--- src/ctls_pkg.sv ---
// How it works
// - Forward samples of an unsigned component lose two to the power (depth minus one).
// - Reconstructed unsigned samples gain that same offset; signed ones pass unshifted.
// - The forward shift runs in the stage before the component transform, or alone.
// - Forward reversible first output is the floor of (I0 + 2*I1 + I2) / 4.
// - Forward reversible outputs I2 - I1 and I0 - I1 keep one extra bit of precision.
// - Inverse reversible gives I1 = Y0 - floor((Y2 + Y1) / 4), I0 = Y2 + I1, I2 = Y1 + I1.
// - The reversible transform with a non-reversible wavelet is a configuration error.
// - A transform needs three or more components of one depth without sub-sampling.
// - The transform applied is picked by a selection taken from the coding style.
// - The irreversible transform needs the irreversible wavelet and three components.
// - Forward irreversible first output is the luminance weighted sum of I0, I1, I2.
// - Forward irreversible second and third outputs use the listed chroma weights.
// - Inverse irreversible outputs use the listed weights on Y1 and Y2.
// - Irreversible weights are held in a fixed-point format of our own precision.
// - Reconstruction runs the inverse transform first and the inverse shift after it.
package ctls_pkg;
   localparam int SW        = 16;
   localparam int IW        = 18;
   localparam int AW        = 20;
   localparam int PW        = 36;
   localparam int CF        = 14;
   localparam int LAT       = 2;
   localparam int SIGN_BIT  = 7;
   localparam int DEPTH_MSB = 6;
   localparam logic [15:0] NCOMP_MIN = 16'h0003;
   // Weights in signed Q2.14; the precision is a free choice.
   localparam logic signed [15:0] K_ONE  = 16'sh4000;
   localparam logic signed [15:0] K_Y_I0 = 16'sh1323;
   localparam logic signed [15:0] K_Y_I1 = 16'sh2591;
   localparam logic signed [15:0] K_Y_I2 = 16'sh0937;
   localparam logic signed [15:0] K_B_I0 = 16'sh0ACD;
   localparam logic signed [15:0] K_B_I1 = 16'sh1533;
   localparam logic signed [15:0] K_HALF = 16'sh2000;
   localparam logic signed [15:0] K_R_I1 = 16'sh1ACC;
   localparam logic signed [15:0] K_R_I2 = 16'sh0534;
   localparam logic signed [15:0] K_INV_E = 16'sh59BA;
   localparam logic signed [15:0] K_INV_F = 16'sh1606;
   localparam logic signed [15:0] K_INV_G = 16'sh2DB5;
   localparam logic signed [15:0] K_INV_H = 16'sh7168;

   typedef enum logic [1:0] {CTLS_XF_NONE, CTLS_XF_REV, CTLS_XF_IRR} ctls_xsel_t;

   typedef struct packed {
      ctls_xsel_t       xsel;
      logic             wave_rev;
      logic             uniform;
      logic [15:0]      ncomp;
      logic [2:0][7:0]  size;
   } ctls_cfg_t;

   typedef struct packed {
      logic               valid;
      logic [2:0][SW-1:0] s;
   } ctls_smp_t;

   typedef struct packed {
      logic               valid;
      logic [2:0][IW-1:0] c;
   } ctls_coef_t;
endpackage

--- src/ctls_core.sv ---
`timescale 1ns/1ps
module ctls_core
   import ctls_pkg::*;
(
   // Clock and reset
   input  wire logic core_clk_i,
   input  wire logic rst_n_i,
   // Configuration from the image size and coding style segments
   input  wire ctls_cfg_t cfg_i,
   // Forward path, samples in and coefficients out
   input  wire ctls_smp_t  fwd_i,
   output ctls_coef_t      fwd_o,
   // Reconstruction path, coefficients in and samples out
   input  wire ctls_coef_t inv_i,
   output ctls_smp_t       inv_o,
   // Status
   output logic            cfg_err_o
);

   function automatic logic signed [IW-1:0] lshift(input logic [SW-1:0] s,
                                                   input logic [7:0]    sz);
      logic signed [IW-1:0] off;
      off = IW'(1) << sz[DEPTH_MSB:0];
      if (sz[SIGN_BIT])
         lshift = IW'($signed(s));
      else
         lshift = $signed({{(IW-SW){1'b0}}, s}) - off;
   endfunction

   function automatic logic signed [AW-1:0] mac3(input logic signed [AW-1:0] a,
                                                 input logic signed [AW-1:0] b,
                                                 input logic signed [AW-1:0] c,
                                                 input logic signed [15:0]   ka,
                                                 input logic signed [15:0]   kb,
                                                 input logic signed [15:0]   kc);
      logic signed [PW-1:0] acc;
      acc = PW'(a) * PW'(ka) + PW'(b) * PW'(kb) + PW'(c) * PW'(kc);
      acc = acc + (PW'(1) << (CF - 1));
      mac3 = AW'(acc >>> CF);
   endfunction

   // Saturation guards against quantisation pushing samples past the original range.
   function automatic logic [SW-1:0] unshift(input logic signed [AW-1:0] v,
                                             input logic [7:0]           sz);
      logic signed [AW-1:0] off;
      logic signed [AW-1:0] hi;
      logic signed [AW-1:0] lo;
      logic signed [AW-1:0] w;
      off = AW'(1) << sz[DEPTH_MSB:0];
      if (sz[SIGN_BIT]) begin
         w  = v;
         hi = off - AW'(1);
         lo = -off;
      end else begin
         w  = v + off;
         hi = (off <<< 1) - AW'(1);
         lo = '0;
      end
      if (w > hi)
         unshift = SW'(hi);
      else if (w < lo)
         unshift = SW'(lo);
      else
         unshift = SW'(w);
   endfunction

   logic       cfg_bad;
   ctls_xsel_t xs0;

   always_comb begin
      cfg_bad = ((cfg_i.xsel == CTLS_XF_REV) && !cfg_i.wave_rev)
             || ((cfg_i.xsel == CTLS_XF_IRR) && cfg_i.wave_rev)
             || ((cfg_i.xsel != CTLS_XF_NONE)
                 && ((cfg_i.ncomp < NCOMP_MIN) || !cfg_i.uniform));
      // A bad pairing falls back to plain pass-through rather than garbage.
      xs0 = cfg_bad ? CTLS_XF_NONE : cfg_i.xsel;
   end

   always_ff @(posedge core_clk_i or negedge rst_n_i) begin
      if (!rst_n_i)
         cfg_err_o <= 1'b0;
      else
         cfg_err_o <= cfg_bad;
   end

   // Forward stage 1: level shift ahead of any transform.
   logic                       f1_v;
   ctls_xsel_t                 f1_xs;
   logic signed [2:0][IW-1:0]  f1;

   always_ff @(posedge core_clk_i or negedge rst_n_i) begin
      if (!rst_n_i) begin
         f1_v  <= 1'b0;
         f1_xs <= CTLS_XF_NONE;
         f1    <= '0;
      end else begin
         f1_v  <= fwd_i.valid;
         f1_xs <= xs0;
         for (int k = 0; k < 3; k++)
            f1[k] <= lshift(fwd_i.s[k], cfg_i.size[k]);
      end
   end

   // Forward stage 2: component transform.
   logic signed [2:0][IW-1:0] next_fwd;
   logic signed [AW-1:0]      a0;
   logic signed [AW-1:0]      a1;
   logic signed [AW-1:0]      a2;

   always_comb begin
      // Packed slices read as unsigned, so the sign is restored before widening.
      a0 = AW'($signed(f1[0]));
      a1 = AW'($signed(f1[1]));
      a2 = AW'($signed(f1[2]));
      case (f1_xs)
         CTLS_XF_REV: begin
            next_fwd[0] = IW'((a0 + (a1 <<< 1) + a2) >>> 2);
            next_fwd[1] = IW'(a2 - a1);
            next_fwd[2] = IW'(a0 - a1);
         end
         CTLS_XF_IRR: begin
            next_fwd[0] = IW'(mac3(a0, a1, a2, K_Y_I0, K_Y_I1, K_Y_I2));
            next_fwd[1] = IW'(mac3(a0, a1, a2, -K_B_I0, -K_B_I1, K_HALF));
            next_fwd[2] = IW'(mac3(a0, a1, a2, K_HALF, -K_R_I1, -K_R_I2));
         end
         default: next_fwd = f1;
      endcase
   end

   always_ff @(posedge core_clk_i or negedge rst_n_i) begin
      if (!rst_n_i) begin
         fwd_o <= '0;
      end else begin
         fwd_o.valid <= f1_v;
         fwd_o.c     <= next_fwd;
      end
   end

   // Reconstruction stage 1: inverse component transform.
   logic signed [2:0][AW-1:0] next_inv;
   logic signed [AW-1:0]      y0;
   logic signed [AW-1:0]      y1;
   logic signed [AW-1:0]      y2;
   logic signed [AW-1:0]      g1;

   always_comb begin
      y0 = AW'($signed(inv_i.c[0]));
      y1 = AW'($signed(inv_i.c[1]));
      y2 = AW'($signed(inv_i.c[2]));
      g1 = y0 - ((y2 + y1) >>> 2);
      case (xs0)
         CTLS_XF_REV: begin
            next_inv[1] = g1;
            next_inv[0] = y2 + g1;
            next_inv[2] = y1 + g1;
         end
         CTLS_XF_IRR: begin
            next_inv[0] = mac3(y0, y1, y2, K_ONE, 16'sh0000, K_INV_E);
            next_inv[1] = mac3(y0, y1, y2, K_ONE, -K_INV_F, -K_INV_G);
            next_inv[2] = mac3(y0, y1, y2, K_ONE, K_INV_H, 16'sh0000);
         end
         default: begin
            next_inv[0] = y0;
            next_inv[1] = y1;
            next_inv[2] = y2;
         end
      endcase
   end

   logic                      i1_v;
   logic [2:0][7:0]           i1_sz;
   logic signed [2:0][AW-1:0] i1;

   always_ff @(posedge core_clk_i or negedge rst_n_i) begin
      if (!rst_n_i) begin
         i1_v  <= 1'b0;
         i1_sz <= '0;
         i1    <= '0;
      end else begin
         i1_v  <= inv_i.valid;
         i1_sz <= cfg_i.size;
         i1    <= next_inv;
      end
   end

   // Reconstruction stage 2: inverse level shift and clamp after the transform.
   always_ff @(posedge core_clk_i or negedge rst_n_i) begin
      if (!rst_n_i) begin
         inv_o <= '0;
      end else begin
         inv_o.valid <= i1_v;
         for (int k = 0; k < 3; k++)
            inv_o.s[k] <= unshift(i1[k], i1_sz[k]);
      end
   end
endmodule

--- config.mk ---
export PLATFORM = sky130hd
export DESIGN_NAME = ctls_core
export DESIGN_NICKNAME = d
export VERILOG_FILES = /design/src/ctls_pkg.sv /design/src/ctls_core.sv
export SDC_FILE = /design/constraint.sdc
export NUM_CORES = 2
export LEC_CHECK = 0
export BUFFER_PORTS_ARGS = -buffer_cell sky130_fd_sc_hd__buf_2
export CAP_MARGIN = 5
export CORE_ASPECT_RATIO = 1.2
export CORE_MARGIN = 4
export CORE_UTILIZATION = 40
export DETAILED_ROUTE_END_ITERATION = 10
export HOLD_SLACK_MARGIN = 0.08
export PLACE_DENSITY = 0.54
export RECOVER_POWER = 25
export SYNTH_ARGS = -nofsm -noshare
export SYNTH_HDL_FRONTEND = slang
export SYNTH_SLANG_ARGS = --single-unit
--- constraint.sdc ---
create_clock -name core_clk_i -period 10.9 [get_ports core_clk_i]
set_clock_uncertainty 0.2 [all_clocks]
set_input_delay 0.545 -clock core_clk_i [delete_from_list [all_inputs] [get_ports core_clk_i]]
set_output_delay 0.545 -clock core_clk_i [all_outputs]
set_load 0.1 [all_outputs]
==> reports/results.ini <==
[synthesis]
synth-edff-count=0
syn_area_per_cell_um2=9.21
synthesis.area_mm2=0.0799
async_flop_share_pct=100
synth_xor_area_share_pct=6.03
netlist_top_cells_area=fa_1, ha_1, inv_1
synth_compound_area_share_pct=12.0
synth_fa_ha_area_share_pct=54.8
synth.distinct_cells=78
synth-seq-area-share_pct=7.73
syn_inst=8676
synth_simple_gate_area_share_pct=8.81
yosysTopAreaCellShare_pct=29.5
yosys_warnings=0
synth_nets=11600
synth_area_leader_cell=fa_1
synth_top_family_by_area=adder cells
synth-seq-cells=247
synth-main-ff-cell=dfrtp_1
synth.mux.area_fraction_pct=1.22

[cts]
cts_tree=built
clock_path_buffers=3
path_clk_slew_ps=60
clock-sinks=247
cts_inserted_buffers=37
clock_latency_ps=610
htreeDepth=2
root_buffer=clkbuf_16

[detailed_routing]
initialDrtViolationCount=3628
drc=0
routed_via_density=5.33
antenna_left=0
first_pass_iters=5
wl_per_cell_um=24.0
num_vias=62400
drt-total-wl_mm=281

[grt]
grt_pass1_vias=66000
grt_pass1_wl_mm=420
grtUsageTotal_pct=27.1
grt_overflow=0
grt_start_max_net_pins=84
grt_antenna_before_repair=26

[floorplan]
io_pins=255
die_h_um=498
coreArea_mm2=0.198
die_x_um=416
die-area_mm2=0.207
row_count=179
start_util_pct=40.3

[place]
place_inst=11600
dp_hpwl_mm=242
io_buffers=254
gp_congestion=0.955

[setup_path]
worst_ep_arrival_time_ps=10430
reg2reg_from=a2[6]
critPathSlowestCell=fa_1
cp-end-kind=register
timing.rr.end=fwd_o[53]
r2r_slack_ps=1190
worstRegToRegCells=31
startpoint_type=primary input
cp_max_fo=10
max_stage_delay_ps=570
crit_required_ps=11170
critPathKind=in -> reg
cpMostUsedCell=fa_1

[outcome]
status=finished, violations left
violations=max-capacitance violations, max-slew violations

[sta]
final.setup.tns_ps=0
min_period_ps=10160
drv_slew=129
post-route-period-util_pct=93.2
hold_viol_final=0
clock.fmax_mhz=98.4
setup_violations=0
rsz0062_at_grt=no
worst_slew_pin_slew_ps=4700
relSlewSlack_pct=-213

[min_path]
holdPathEnd=a1[5]
hold_path_class=in -> reg
whs_path_depth=3
hold_start=fwd_i[21]

[job]
max_cap_viol_count=2

[layout]
nNetsFinal=12000
final_layout_size_suffix_gt1_share_pct=5.98
syn2layout_area_growth_pct=8.89
final_cells=11700

## worst max-delay path, delay by kind of cell
kind	cells	cell delay (ps)
xor gates and xnor gates	2	340
and+or+nand+nor	5	1040
AOI/OAI and AO/OA	10	2050
adders and majority gates	13	5780
buffers and inverters	5	690
## flip-flops by register name (all words and copies together), names as in the netlist
signal,cells
a1,18
inv_o,49
i1,60
fwd_o,55
f1_xs,2
a0,18
a2,18
i1_sz,24
i1_v,1
cfg_err_o,1
f1_v,1
## stage by stage
stage | utilization (%) | cell area (µm²) | setup slack (ps) | hold slack [ps]
global placement | 42.9 | 85100 | 147 | 132
floorplan | - | 79900 | 1380 | 49.4
global route | 43.8 | 87000 | 71.7 | 107
detailed placement | 42.9 | 85100 | 131 | 135
CTS | 43.9 | 87000 | 755 | 82.7
finish | 43.9 | 87000 | 740 | 96.8
## cells in the final DEF (no fill, tap or decap), types with 90 or more instances in the layout
| cell type | count |
|---|---|
| xor2_1 | 185 |
| a21oi_1 | 430 |
| buf_2 | 227 |
| dfrtp_1 | 241 |
| a21o_1 | 153 |
| nor2_1 | 356 |
| fa_1 | 1178 |
| ha_1 | 1611 |
| xnor2_1 | 363 |
| nand2_1 | 441 |
| buf_4 | 144 |
| nand2b_1 | 90 |
| nor3_1 | 135 |
| o21ai_0 | 358 |
| inv_1 | 1865 |
| nand3_1 | 107 |
## what timing repair did
action | 4_1_cts | 5_1_grt
hold endpoints to repair | 136 | 0
buffers inserted | 0 | 0
gates resized for setup | 0 | 0
hold buffers | 67 | 0
## logic make-up (layout without fill, tap and decap cells)
group | after synthesis | in the layout
adder cells (fa/ha/maj) | 2793 | 2793
buffers and inverters | 2013 | 2399
AO/OA/AOI/OAI | 1503 | 1503
AND/OR/NAND/NOR | 1477 | 1477
XOR/XNOR | 549 | 549
flip-flops | 247 | 247
multiplexers | 94 | 94
other | 0 | 11
## how the worst max path moves through the flow
stage | startpoint | end | slack (ps) | cells after the start
after floorplan | inv_i[26] | i1[39] | 1380 | 38
after global placement | inv_i[23] | i1[39] | 150 | 35
after detailed placement | inv_i[23] | i1[39] | 130 | 35
after CTS | inv_i[23] | i1[39] | 750 | 35
after global routing | inv_i[23] | i1[39] | 70 | 35
final | inv_i[23] | i1[39] | 740 | 35
## Yosys cell counts (all sizes together), types with 16 or more instances
cell and number:
o211ai 24, a211o 21, fa 1178, a21oi 432, mux2i 65, o21bai 41, nor2b 83, mux2 29
and3 45, or2 30, a31oi 58, o21ai 362, a31o 20, nand2 441, nor2 357, o21a 83
a22oi 22, or3 45, and2 38, a21boi 16, nor3 135, nor4 17, o31ai 40, inv 1866
dfrtp 247, xnor2 363, a21o 153, nand2b 90, a221oi 71, xor2 185, nand4 34, clkbuf 135
ha 1615, nand3 107, a211oi 41
## layout make-up
| class | instances | area [µm²] |
|---|---|---|
| flip-flops and latches | 247 | 6190 |
| inverters | 1869 | 7020 |
| fillers | 19600 | 111000 |
| clock buffers | 48 | 1070 |
| well taps | 2624 | 3280 |
| clock inverters | 17 | 203 |
| repair buffers | 465 | 2990 |
| multi-input cells | 6416 | 66300 |
| diodes | 11 | 27.5 |
## metal layers
metal,vias to the layer above,track usage (%),part of all wire [%]
met5,-,0,0.034
met4,14,13.3,6.2
met3,486,3.19,4.2
met2,1498,48.1,50
met1,31200,32.3,40
li1,29200,-,-
Power is left out: the tool's default activity adds up to more than one toggle a clock period on the data nets, which glitch-free logic cannot reach.
